File: src/hw/ccr_pkg.sv
// constants for the comparator control register bank
package ccr_pkg;
  // special-function register addresses
  localparam logic [7:0] CTRL_ADDR = 8'h9b;
  localparam logic [7:0] MODE_ADDR = 8'h9d;
  localparam logic [7:0] MUX_ADDR = 8'h9f;
  // reset values
  localparam logic [7:0] CTRL_RST = 8'h00;
  localparam logic [7:0] MODE_RST = 8'h02;
  localparam logic [7:0] MUX_RST = 8'hff;
  // control register fields
  localparam int CTRL_EN_BIT = 7;
  localparam int CTRL_OUT_BIT = 6;
  localparam int CTRL_RISE_BIT = 5;
  localparam int CTRL_FALL_BIT = 4;
  localparam int CTRL_HYP_LSB = 2;
  localparam int CTRL_HYN_LSB = 0;
  // mode register fields
  localparam int MODE_RIE_BIT = 5;
  localparam int MODE_FIE_BIT = 4;
  localparam int MODE_MD_LSB = 0;
  localparam logic [7:0] MODE_UNUSED_MASK = 8'hcc;
  // input select register fields
  localparam int MUX_NEG_LSB = 4;
  localparam int MUX_POS_LSB = 0;
  // field widths
  localparam int HYS_W = 2;
  localparam int MD_W = 2;
  localparam int SEL_W = 4;
  // response mode codes
  typedef enum logic [1:0] {
    CCR_MODE_FAST = 2'h0,
    CCR_MODE_1 = 2'h1,
    CCR_MODE_2 = 2'h2,
    CCR_MODE_SLOW = 2'h3
  } ccr_mode_e;
  // hysteresis codes
  typedef enum logic [1:0] {
    CCR_HYS_OFF = 2'h0,
    CCR_HYS_5MV = 2'h1,
    CCR_HYS_10MV = 2'h2,
    CCR_HYS_20MV = 2'h3
  } ccr_hys_e;
endpackage

File: src/hw/ccr_regs.sv
// comparator control, mode and input-select registers with edge flags
// Functional notes
// - control bit 7 powers comparator on/off
// - bit 6 reads comparator result
// - rising flag bit 5 sticky until cleared
// - falling flag bit 4 sticky until cleared
// - bits 3:2 drive positive hysteresis code
// - bits 1:0 drive negative hysteresis code
// - mode bit 5 enables rising interrupt
// - mode bit 4 enables falling interrupt
// - mode bits 1:0 select speed versus power
// - mode bits 7:6, 3:2 read zero
// - four-bit field picks positive input
// - four-bit field picks negative input
// - disabled comparator drives raw output low at once, latched output low at the next enabled clock
// - interrupts on both edges, separately enabled
// - latched output plus clockless raw output
`timescale 1ns/100ps
module ccr_regs (
  input wire logic clk_sys,
  input wire logic sys_rst,
  input wire logic clk_en,
  input wire logic [7:0] sfr_addr,
  input wire logic sfr_wr,
  input wire logic sfr_rd,
  input wire logic [7:0] sfr_wdata,
  output logic [7:0] sfr_rdata,
  input wire logic comp_raw_in,
  output logic comp_enable,
  output logic [1:0] pos_hysteresis,
  output logic [1:0] neg_hysteresis,
  output logic [1:0] response_mode,
  output logic [3:0] pos_input_select,
  output logic [3:0] neg_input_select,
  output logic comp_latched_out,
  output logic comp_raw_out,
  output logic irq_req
);

  ////////////////////////////////////////////////////////////////////////////
  // state
  logic rise_flag;
  logic fall_flag;
  logic rise_irq_enable;
  logic fall_irq_enable;
  logic sync_a;
  logic sync_b;
  logic sync_prev;
  logic next_rise_flag;
  logic next_fall_flag;

  ////////////////////////////////////////////////////////////////////////////
  // address decode
  wire ctrl_wr = sfr_wr && (sfr_addr == ccr_pkg::CTRL_ADDR);
  wire mode_wr = sfr_wr && (sfr_addr == ccr_pkg::MODE_ADDR);
  wire mux_wr = sfr_wr && (sfr_addr == ccr_pkg::MUX_ADDR);

  // comparator result seen by software and the edge detector
  wire comp_result = sync_b && comp_enable;
  wire rise_evt = comp_enable && sync_b && !sync_prev;
  wire fall_evt = comp_enable && !sync_b && sync_prev;

  // edge sets win over a software clear in the same cycle
  assign next_rise_flag = rise_evt | (ctrl_wr ? sfr_wdata[ccr_pkg::CTRL_RISE_BIT] : rise_flag);
  assign next_fall_flag = fall_evt | (ctrl_wr ? sfr_wdata[ccr_pkg::CTRL_FALL_BIT] : fall_flag);

  // register read images
  wire [7:0] ctrl_img = {comp_enable, comp_result, rise_flag, fall_flag,
                         pos_hysteresis, neg_hysteresis};
  wire [7:0] mode_img = {2'h0, rise_irq_enable, fall_irq_enable,
                         2'h0, response_mode};
  wire [7:0] mux_img = {neg_input_select, pos_input_select};
  wire [7:0] rd_mux = (sfr_addr == ccr_pkg::CTRL_ADDR) ? ctrl_img :
                      (sfr_addr == ccr_pkg::MODE_ADDR) ? mode_img :
                      (sfr_addr == ccr_pkg::MUX_ADDR) ? mux_img : 8'h00;

  ////////////////////////////////////////////////////////////////////////////
  // outputs to the analog core and pins
  assign comp_raw_out = comp_raw_in && comp_enable;
  assign irq_req = (rise_flag && rise_irq_enable) ||
                   (fall_flag && fall_irq_enable);

  // two-stage synchroniser and edge history
  always_ff @(posedge clk_sys) begin
    if (sys_rst) begin
      sync_a <= 1'b0;
      sync_b <= 1'b0;
      sync_prev <= 1'b0;
    end else if (clk_en) begin
      sync_a <= comp_raw_in;
      sync_b <= sync_a;
      sync_prev <= sync_b;
    end
  end

  // latched pin output follows the synchronised result
  always_ff @(posedge clk_sys) begin
    if (sys_rst) begin
      comp_latched_out <= 1'b0;
    end else if (clk_en) begin
      comp_latched_out <= comp_result;
    end
  end

  // control register
  always_ff @(posedge clk_sys) begin
    if (sys_rst) begin
      comp_enable <= ccr_pkg::CTRL_RST[ccr_pkg::CTRL_EN_BIT];
      rise_flag <= ccr_pkg::CTRL_RST[ccr_pkg::CTRL_RISE_BIT];
      fall_flag <= ccr_pkg::CTRL_RST[ccr_pkg::CTRL_FALL_BIT];
      pos_hysteresis <= ccr_pkg::CTRL_RST[ccr_pkg::CTRL_HYP_LSB +: ccr_pkg::HYS_W];
      neg_hysteresis <= ccr_pkg::CTRL_RST[ccr_pkg::CTRL_HYN_LSB +: ccr_pkg::HYS_W];
    end else if (clk_en) begin
      rise_flag <= next_rise_flag;
      fall_flag <= next_fall_flag;
      if (ctrl_wr) begin
        comp_enable <= sfr_wdata[ccr_pkg::CTRL_EN_BIT];
        pos_hysteresis <= sfr_wdata[ccr_pkg::CTRL_HYP_LSB +: ccr_pkg::HYS_W];
        neg_hysteresis <= sfr_wdata[ccr_pkg::CTRL_HYN_LSB +: ccr_pkg::HYS_W];
      end
    end
  end

  // mode register, unused bits are not stored
  always_ff @(posedge clk_sys) begin
    if (sys_rst) begin
      rise_irq_enable <= ccr_pkg::MODE_RST[ccr_pkg::MODE_RIE_BIT];
      fall_irq_enable <= ccr_pkg::MODE_RST[ccr_pkg::MODE_FIE_BIT];
      response_mode <= ccr_pkg::MODE_RST[ccr_pkg::MODE_MD_LSB +: ccr_pkg::MD_W];
    end else if (clk_en && mode_wr) begin
      rise_irq_enable <= sfr_wdata[ccr_pkg::MODE_RIE_BIT];
      fall_irq_enable <= sfr_wdata[ccr_pkg::MODE_FIE_BIT];
      response_mode <= sfr_wdata[ccr_pkg::MODE_MD_LSB +: ccr_pkg::MD_W];
    end
  end

  // input select register; pin setup as analog is up to software
  always_ff @(posedge clk_sys) begin
    if (sys_rst) begin
      pos_input_select <= ccr_pkg::MUX_RST[ccr_pkg::MUX_POS_LSB +: ccr_pkg::SEL_W];
      neg_input_select <= ccr_pkg::MUX_RST[ccr_pkg::MUX_NEG_LSB +: ccr_pkg::SEL_W];
    end else if (clk_en && mux_wr) begin
      pos_input_select <= sfr_wdata[ccr_pkg::MUX_POS_LSB +: ccr_pkg::SEL_W];
      neg_input_select <= sfr_wdata[ccr_pkg::MUX_NEG_LSB +: ccr_pkg::SEL_W];
    end
  end

  // read data, registered one cycle after the strobe
  always_ff @(posedge clk_sys) begin
    if (sys_rst) begin
      sfr_rdata <= 8'h00;
    end else if (clk_en && sfr_rd) begin
      sfr_rdata <= rd_mux;
    end
  end
endmodule

File: config.mk
export PLATFORM = sky130hd
export DESIGN_NAME = ccr_regs
export DESIGN_NICKNAME = d
export VERILOG_FILES = /design/src/hw/ccr_pkg.sv /design/src/hw/ccr_regs.sv
export SDC_FILE = /design/constraint.sdc
export NUM_CORES = 1
export LEC_CHECK = 0
export BUFFER_PORTS_ARGS = -buffer_cell sky130_fd_sc_hd__buf_2
export CORE_MARGIN = 4
export CORE_UTILIZATION = 52
export CTS_CLUSTER_DIAMETER = 30
export CTS_CLUSTER_SIZE = 24
export DETAILED_ROUTE_END_ITERATION = 10
export HOLD_SLACK_MARGIN = 0.12
export PLACE_DENSITY = 0.81
export SETUP_SLACK_MARGIN = 0.5
export SLEW_MARGIN = 20
export SYNTH_ARGS = -nofsm -noshare
export SYNTH_HDL_FRONTEND = slang
export SYNTH_SLANG_ARGS = --single-unit
File: constraint.sdc
create_clock -name clk_sys -period 3 [get_ports clk_sys]
set_clock_uncertainty 0.2 [all_clocks]
set_input_delay 0.6 -clock clk_sys [delete_from_list [all_inputs] [get_ports clk_sys]]
set_output_delay 0.6 -clock clk_sys [all_outputs]
set_load 0.03 [all_outputs]
* After elaboration in Yosys (flattened, before gate mapping)
Index checks and enable logic that the tools add are counted.
** Cells by class
- Bitwise gates (word level) :: 2
- Eq/ne operators :: 3
- Mux-type cells :: 5
- Reductions and logical operators :: 17
** Operators with widths (count)
- 8-bit equality test (second input constant) :: 3
- 8-bit 2-to-1 mux :: 3
- 1-bit logical AND :: 13
- 1-bit logical NOT :: 2
- 1-bit 2-to-1 mux :: 2
- 1-bit OR :: 2
- 2-bit AND reduction :: 1
- 1-bit logical OR :: 1
** Word-level totals
- Word-level logic and storage cells :: 42
- Register bits after elaboration :: 31

* Longest topological paths before layout
Gate-level depths: netlist of the first run.
- Depth in word-level cells :: 4
- Gate-level depth with buffers :: 6

* Worst setup path before layout of the first run
OpenSTA, ideal clock, no wires.
- Kind :: input-to-reg
- Start :: input sfr_addr[6]
- End :: register pos_input_select[2]
- Slack :: 0.980 ns
- Data required time :: 2.680 ns
- Stages :: 5
- Arrival :: 1.701 ns
- Setup time :: 0.120 ns
- Cell sequence :: nand4b_4 nor3_2 buf_4 nor2b_1 a211o_1
** On the way
- Word-level cells in the longest chain between the ends :: 3
** RTL lines
- from (decl) :: RTL line ccr_regs.sv:23 : input wire logic [7:0] sfr_addr,
- 8-bit equality test :: RTL line ccr_regs.sv:56 : wire mux_wr = sfr_wr && (sfr_addr == ccr_pkg::MUX_ADDR);
- 1-bit logical AND :: RTL line ccr_regs.sv:56
- 1-bit logical AND :: RTL line ccr_regs.sv:142 : end else if (clk_en && mux_wr) begin
- to (signal assigned) :: RTL line ccr_regs.sv:140 : pos_input_select <= ccr_pkg::MUX_RST[ccr_pkg::MUX_POS_LSB +: ccr_pkg::SEL_W];
- to (signal assigned) :: RTL line ccr_regs.sv:143 : pos_input_select <= sfr_wdata[ccr_pkg::MUX_POS_LSB +: ccr_pkg::SEL_W];
- to (decl) :: RTL line ccr_regs.sv:33 : output logic [3:0] pos_input_select,
No other way between the ends.
A chain may end at the register's enable or synchronous reset.

* Worst setup path in the final report of the first run
- Start :: input sfr_addr[6]
- End :: register rise_flag
** On the way
- Word-level cells in the longest chain between the ends :: 4
** RTL lines
- 8-bit equality test :: RTL line ccr_regs.sv:54 : wire ctrl_wr = sfr_wr && (sfr_addr == ccr_pkg::CTRL_ADDR);
- 1-bit logical AND :: RTL line ccr_regs.sv:54
- 1-bit 2-to-1 mux :: RTL line ccr_regs.sv:64 : assign next_rise_flag = rise_evt | (ctrl_wr ? sfr_wdata[ccr_pkg::CTRL_RISE_BIT] : rise_flag);
- 1-bit OR :: RTL line ccr_regs.sv:64
- to (signal assigned) :: RTL line ccr_regs.sv:109 : rise_flag <= ccr_pkg::CTRL_RST[ccr_pkg::CTRL_RISE_BIT];
- to (signal assigned) :: RTL line ccr_regs.sv:114 : rise_flag <= next_rise_flag;
- to (decl) :: RTL line ccr_regs.sv:42 : logic rise_flag;
No other way between the ends.

==> flow_summary.yaml, run 1 <==
cts:
  cts_tree: "built"
  clk_pin_slew_ns: 0.09
  htree_num_levels: 2
  cts_inserted_buffers: 5
  clock_latency_ns: 0.31
  cts.sinks: 31
  cts_setup_buffers: 0
  post_cts_resized: 0
  root_buffer: "clkbuf_4"
  clk_path_buf_depth: 2
  cts_hold_buffers: 0
yosys:
  yosysUniqueCellTypes: 26
  syn_area_mm2: 0.00138
  netlist_instances: 136
  yosysSeqAreaShare_pct: 44.9
  ys_seq_elements: 31
  synth_area_leaders: "dfxtp_1 (45%), mux2i_1 (12%), a211o_1 (5.7%)"
  yosys.area.top_type: "dfxtp_1"
  avgSynthCellArea_um2: 10.2
  syn-num-nets: 158
  yosysWarnings: 0
  synth_top_cell_area_share_pct: 44.9
global_route:
  grt_pass1_wl_um: 5050
  grt_overflow_total: 0
  grt_util_all_layers_pct: 19.0
  grt_antenna_before_repair: 0
  grt_pass1_vias: 1145
  grt_max_degree: 32
floorplanning:
  io_pins: 48
  rows: 18
  start_util_pct: 55.3
  die_y_um: 59.6
  die_w_um: 59.6
  die_area_mm2: 0.00355
  core_mm2: 0.00250
critical_path:
  crit_arrival_ns: 1.91
  crit_path_end_kind: "flip-flop"
  critPathMaxFanout: 8
  start_kind: "input port"
  r2r_setup_slack_ns: 1.67
  crit_start: "sfr_addr[6]"
  path_class: "in -> reg"
  required_ns: 2.98
  r2r-start: "comp_enable"
placed_design:
  place_ws_ns: 0.733
  detailed_place_hpwl_um: 2350
  place_congestion: 0.754
  port_buffers: 47
finish:
  num_antenna_cells: 0
  utilization_pct: 68.0
  finalNetCount: 206
  syn_to_final_growth_pct: 22.9
  drive_gt1_share_pct: 34.6
  final_cell_mix: "buf_2 (47), dfxtp_1 (31), nor2_1 (19), mux2i_1 (16), nor2b_1 (10)"
  final_common_cell: "buf_2"
sta:
  slew_headroom_pct: 58.5
  fin_ws_ns: 1.07
  maxSlewViolCount: 0
  max_freq_mhz: 517
  rsz0062_at_grt: "false"
  hold_slack_ns: 0.262
  fin_crit_ns: 1.93
  hold_viol: 0
  worstMarginPinSlew_ns: 0.617
  min_period_over_period_pct: 64.4
  finalSetupViolCount: 0
  setup_tns_ns: 0
power:
  max-vdd-ir-drop_uv: 358
  power.density_mw_per_mm2: 437
  power_w: 0.000743
  static-leakage-power_nw: 0.707
detailed_routing:
  via_per_inst: 5.53
  drt-initial-drc-count: 22
  drcViolationCount: 0
  vias: 1188
  maxUsedRoutingLayer: "met4"
  met2RoutedLength_um: 1520
  dr.pass1.iters: 4
  met1Wirelength_um: 1400
  detail-route-antenna-nets: 0
  wl_met3_um: 218
  wl_per_cell_um: 14.6
  routed_wl_um: 3150
worst_hold_path:
  worstHoldStart: "sfr_rdata[6]"
  min_path_type: "reg -> reg"
run:
  drv_cap: 0
run_status:
  status: "completed"
==> power by group <==
group | leakage, nW | internal, W | total, W | switching (W)
Sequential | 0.250 | 0.000413 | 0.000414 | 0.00000147
Clock | 0.0386 | 0.000138 | 0.000270 | 0.000132
Combinational | 0.418 | 0.0000242 | 0.0000591 | 0.0000349
==> synthesized netlist by cell type <==
cell,instances
dfxtp_1,31
nor2_1,19
mux2i_1,16
nor2b_1,10
a211o_1,9
a21oi_1,7
a22o_1,5
nand2_1,5
a22oi_1,4
mux2_2,4
clkbuf_1,3
nand2b_1,3
nor4_1,3
buf_2,2
nand3_1,2
nand4b_1,2
nor4_4,2
and2_1,1
buf_1,1
buf_4,1
nand3b_4,1
nand4_1,1
nand4b_4,1
nor3_1,1
nor3_2,1
o21ai_0,1
==> through the flow <==
| step | instance area [um2] | cells |
|---|---|---|
| floorplan | 1380 | 136 |
| global placement | 1630 | 207 |
| detailed placement | 1630 | 207 |
| CTS | 1700 | 215 |
| global route | 1700 | 215 |
| finish | 1700 | 215 |
==> worst paths after layout <==
kind	to	depth (start not counted)
max	rise_flag	5
min	sfr_rdata[6]	2
max reg2reg	sfr_rdata[6]	4
min reg2reg	sfr_rdata[6]	2
==> sequential cells by signal (all words and copies together), names as in the netlist, 2 cells and up <==
| register | count |
|---|---|
| sfr_rdata | 8 |
| neg_input_select | 4 |
| pos_input_select | 4 |
| neg_hysteresis | 2 |
| response_mode | 2 |
| pos_hysteresis | 2 |
==> kinds of logic (layout without fill, tap and decap cells) <==
logic type      after synthesis  after routing  share of synthesized area [%]
buf+inv                       7             56                           2.35
compound gates               26             26                           13.9
simple gates                 52             52                           24.0
flops                        31             31                           44.9
mux                          20             20                           14.8
==> worst max-delay path, stage by stage <==
cell,delay (ns)
buf_2,0.10
nand4b_4,0.24
nor4_4,0.62
mux2i_1,0.26
a21oi_1,0.08
==> final cells by class <==
class,instances,area (um2)
Multi-Input combinational cell,98,729
Tap cell,30,37.5
Timing Repair Buffer,48,243
Sequential cell,31,621
Clock buffer,8,68.8
Fill cell,203,801
==> per-layer routing <==
metal  up-vias  global-route usage [%]
met5         -                       0
met4         0                    6.01
met3         2                    7.41
met2        33                    28.5
met1       561                    25.1
li1        592                       -
Note: power is estimated with default switching activity, not from simulation.
==> run 2, diff against run 1 <==
- CORE_UTILIZATION: 52 -> 44
- PLACE_DENSITY: 0.81 -> 0.72
- clock period: 3 -> 1.68 ns (I/O delays scaled with it)
==> flow_summary.yaml, run 2 (synthesis results as in run 1) <==
run_status:
  status: "complete, but fails checks"
  violations: "hold timing"
global_route:
  grt_util_all_layers_pct: 22.0
  grt_pass1_wl_um: 6930
  grt_max_degree: 32
  grt_overflow_total: 0
  grt_pass1_vias: 1522
  grt_antenna_before_repair: 0
floorplanning:
  core_mm2: 0.00303
  start_util_pct: 45.7
  die_y_um: 64.1
  rows: 20
  die_area_mm2: 0.00410
  die_w_um: 64.1
  io_pins: 48
cts:
  cts_inserted_buffers: 5
  cts_tree: "built"
  root_buffer: "clkbuf_4"
  clk_pin_slew_ns: 0.10
  clock_latency_ns: 0.33
  cts_hold_buffers: 1
  cts.sinks: 31
  clk_path_buf_depth: 2
  htree_num_levels: 2
detailed_routing:
  via_per_inst: 5.38
  routed_wl_um: 4760
  detail-route-antenna-nets: 0
  dr.pass1.iters: 4
  vias: 1425
  wl_per_cell_um: 18.0
  drcViolationCount: 0
  drt-initial-drc-count: 121
placed_design:
  place_congestion: 0.751
  port_buffers: 47
  detailed_place_hpwl_um: 2580
run:
  drv_cap: 0
critical_path:
  r2r-start: "comp_enable"
  crit_arrival_ns: 1.05
  crit_start: "fall_irq_enable"
  critPathMaxFanout: 2
  required_ns: 1.14
  cp_slowest_stage_delay_ns: 0.33
  start_kind: "flip-flop"
  crit_path_end_kind: "output pin"
  crit_buf_inv: 1
  path_cells: "a22o_1 > buf_6"
  path_class: "reg -> out"
  cp_slowest_cell: "dfxtp_2"
  cp_top_family: "flip-flops"
sta:
  slew_headroom_pct: 59.5
  worstMarginPinSlew_ns: 0.608
  hold_viol: 1
  fin_crit_ns: 1.59
  rsz0062_at_grt: "true"
  max_freq_mhz: 630
  hold_slack_ns: -0.00217
  finalSetupViolCount: 0
  min_period_over_period_pct: 94.5
  maxSlewViolCount: 0
worst_hold_path:
  min_path_type: "in -> reg"
  worstHoldStart: "sfr_wdata[6]"
power:
  p_seq_share_pct: 52.3
  switching_share_pct: 24.9
  internal_power_w: 0.00106
  clock_power_share_pct: 36.0
  p_switching_w: 0.000351
  power.density_mw_per_mm2: 576
  max-vdd-ir-drop_uv: 471
  static-leakage-power_nw: 1.03
  power_w: 0.00141
  combPwrFrac_pct: 11.7
finish:
  final_common_cell: "buf_6"
  regMostFlops: "sfr_rdata"
  num_antenna_cells: 0
  drive_gt1_share_pct: 66.5
  syn_to_final_growth_pct: 76.7
  final_cell_mix: "buf_6 (37), buf_4 (26), dfxtp_2 (24), nor2_1 (18), buf_2 (17)"
  num-fill-cells: 183
  top_regs: "sfr_rdata (8), neg_input_select (4), pos_input_select (4)"
  finalNetCount: 242
  largest_reg_flops: 8
[run 2: changes by cell type in the layout (fill, tap and decap cells not counted), moves of 4 or more]
cell     change
mux2i_4      +4
buf_2       -30
mux2_4       +4
mux2i_1      -5
dfxtp_1     -27
a22oi_1      -4
buf_4       +25
dfxtp_2     +24
mux2_2       -4
a22oi_2      +4
buf_6       +37
[run 2: path summary, 6_finish.rpt]
kind / to / slack [ns] / cells after the start
max: irq_req / 0.09 / 2
min: neg_input_select[2] / -0.002 / 2
max reg2reg: comp_enable / 0.26 / 6
min reg2reg: sfr_rdata[6] / 0.28 / 2
[run 2: area by class of cell]
class	instances	area, um2	area share [%]
multi-input cells	98	890	36.4
repair buffers	84	767	31.4
flip-flops and latches	31	662	27.1
clock buffers	8	68.8	2.82
well taps	44	55.1	2.25
[run 2: worst reg2reg max path, delay by kind of cell (launching register included)]
kind	cells	cell delay (ns)
buffers and inverters	4	0.46
DFF	1	0.36
muxes	1	0.17
and+or+nand+nor	1	0.08
[run 2: per-layer routing]
metal	wire length [um]	track usage, %	vias up
met5	0	0	-
li1	-	-	660
met3	266	6.68	13
met4	131	12.7	0
met1	1770	22.4	696
met2	2590	39.2	56
[run 2: metrics by stage]
stage	instances	TNS (ns)	util (%)	instance area, um2	setup WS [ns]
finish	265	0	80.7	2440	0.0919
global route	265	0	80.7	2440	0.0481
CTS	257	0	73.9	2240	0.105
detailed placement	233	-1.29	58.6	1780	-0.108
global placement	233	-0.712	58.6	1780	-0.0602
floorplan	136	-0.441	-	1440	-0.0761
[run 2: repair_timing]
item	in CTS	in global routing
setup buffers	14	8
endpoints found under the setup margin	51	53
pin swaps	21	10
cloned	1	0
endpoints found under the hold margin	19	12
resized for setup	92	28
[run 2: power groups by stage]
stage | Clock (W) | Combinational (W) | Sequential, W
floorplan | 0 | 0.0000706 | 0.000756
global placement | 0 | 0.000121 | 0.000755
detailed placement | 0 | 0.000124 | 0.000756
CTS | 0.000508 | 0.000139 | 0.000738
global route | 0.000558 | 0.000175 | 0.000736
finish | 0.000506 | 0.000165 | 0.000735
==> run 3, diff against run 2 <==
- CORE_MARGIN: 4 -> not set
==> flow_summary.yaml, run 3 (synthesis results as in run 1) <==
sta:
  worstMarginPinSlew_ns: 0.567
  rsz0062_at_grt: "true"
  finalSetupViolCount: 0
  fin_crit_ns: 1.57
  slew_headroom_pct: 62.2
  max_freq_mhz: 635
  maxSlewViolCount: 0
  hold_viol: 0
  hold_slack_ns: 0.00574
  setup_tns_ns: 0
  min_period_over_period_pct: 93.7
placed_design:
  place_area_mm2: 0.00179
  port_buffers: 47
  detailed_place_hpwl_um: 2490
  place_congestion: 0.777
floorplanning:
  rows: 19
  core_mm2: 0.00288
  die_area_mm2: 0.00337
  start_util_pct: 48.1
  die_w_um: 58.1
  die_y_um: 58.1
  io_pins: 48
critical_path:
  r2r_cells: 5
  path_class: "reg -> out"
  required_ns: 1.14
  cp_slowest_cell: "dfxtp_2"
  path_cells: "a22o_1 > buf_6"
  start_kind: "flip-flop"
  crit_path_end_kind: "output pin"
  cp_slowest_stage_delay_ns: 0.33
  crit_buf_inv: 1
  r2r_end: "sfr_rdata[4]"
  r2r-start: "fall_flag"
  r2r_setup_slack_ns: 0.26
  critPathMaxFanout: 2
  cp_top_family: "flip-flops"
  crit_arrival_ns: 1.04
detailed_routing:
  vias: 1399
  wl_per_cell_um: 15.7
  routed_wl_um: 4190
  via_per_inst: 5.24
  dr.pass1.iters: 10
  detail-route-antenna-nets: 0
  drt-initial-drc-count: 81
  drcViolationCount: 2
worst_hold_path:
  worstHoldStart: "sfr_wdata[6]"
  min_path_type: "in -> reg"
  hold_end: "neg_input_select[2]"
  hold_depth: 2
finish:
  regMostFlops: "sfr_rdata"
  finalNetCount: 247
  syn_to_final_growth_pct: 74.1
  final_cell_mix: "buf_6 (36), buf_4 (32), dfxtp_2 (27), nor2_1 (19), buf_2 (16)"
  num-fill-cells: 167
  top_regs: "sfr_rdata (8), neg_input_select (4), pos_input_select (4)"
  drive_gt1_share_pct: 63.1
  utilization_pct: 83.7
  final_common_cell: "buf_6"
  num_antenna_cells: 0
  largest_reg_flops: 8
  finish.instance_area_mm2: 0.00241
cts:
  clk_pin_slew_ns: 0.09
  clk_path_buf_depth: 2
  cts_inserted_buffers: 5
  cts_hold_buffers: 3
  root_buffer: "clkbuf_4"
  cts.sinks: 31
  cts_tree: "built"
  htree_num_levels: 2
  clock_latency_ns: 0.33
run_status:
  status: "complete, but fails checks"
  violations: "DRC"
power:
  max-vdd-ir-drop_uv: 564
  power_w: 0.00145
  power.density_mw_per_mm2: 604
  static-leakage-power_nw: 1.03
global_route:
  grt_max_degree: 32
  grt_pass1_wl_um: 6220
  grt_pass1_vias: 1314
  grt_antenna_before_repair: 0
  grt_overflow_total: 0
  grt_util_all_layers_pct: 24.8
run:
  drv_cap: 0
[run 3: changes by cell type in the layout (fill, tap and decap cells not counted), moves of 2 or more]
| cell | change |
|---|---|
| dfxtp_4 | -2 |
| buf_4 | +6 |
| a22oi_2 | -4 |
| a22oi_1 | +4 |
| clkbuf_8 | -2 |
| dlygate4sd3_1 | +2 |
| mux2i_4 | -2 |
| dfxtp_2 | +3 |
[run 3: final cells by class]
class | instances | area, um2 | share of cell area [%]
timing repair buffer | 89 | 796 | 33.1
clock buffer | 6 | 41.3 | 1.72
clock inverter | 1 | 30.0 | 1.25
sequential | 31 | 658 | 27.3
tap | 42 | 52.6 | 2.18
multi-input combinational | 98 | 830 | 34.5
[run 3: worst max path at each step]
stage	from	end	slack, ns	cells after the start
global route	fall_irq_enable	irq_req	0.07	2
global placement	sfr_addr[6]	fall_flag	-0.06	6
floorplan	sfr_addr[6]	pos_input_select[2]	-0.08	5
CTS	fall_irq_enable	irq_req	0.09	2
detailed placement	sfr_addr[6]	fall_flag	-0.14	6
finish	fall_irq_enable	irq_req	0.11	2
[run 3: through the flow]
step / cells / setup slack, ns
after floorplan: 136 / -0.0761
after global placement: 233 / -0.0608
after detailed placement: 233 / -0.138
after CTS: 260 / 0.0915
after global routing: 267 / 0.0732
final: 267 / 0.106
[run 3: per-layer routing]
metal | track usage, % | share of wire (%) | wire (um) | vias up
met5 | 0 | 0 | 0 | -
met4 | 6.46 | 2.0 | 82 | 0
met3 | 6.25 | 4.9 | 205 | 9
met2 | 43.7 | 51 | 2140 | 50
met1 | 30.0 | 42 | 1760 | 667
li1 | - | - | - | 673
[run 3: where the power goes]
part           leakage, nW  internal (W)  switching, W
Clock               0.0383      0.000307      0.000247
Sequential           0.256      0.000735    0.00000324
Combinational        0.739     0.0000808     0.0000815
[run 3: worst register-to-register path: stages, from the launching register on]
cell	delay, ns
dfxtp_2	0.34
buf_4	0.13
mux2_4	0.26
a22o_1	0.18
a22oi_1	0.14
nor2_1	0.05
[run 3: what timing repair did]
action	in CTS	in global routing
buffers inserted	16	7
endpoints found under the setup margin	50	53
hold endpoints to repair	19	10
resized for setup	90	17
gates cloned	1	0
pin swaps	17	8
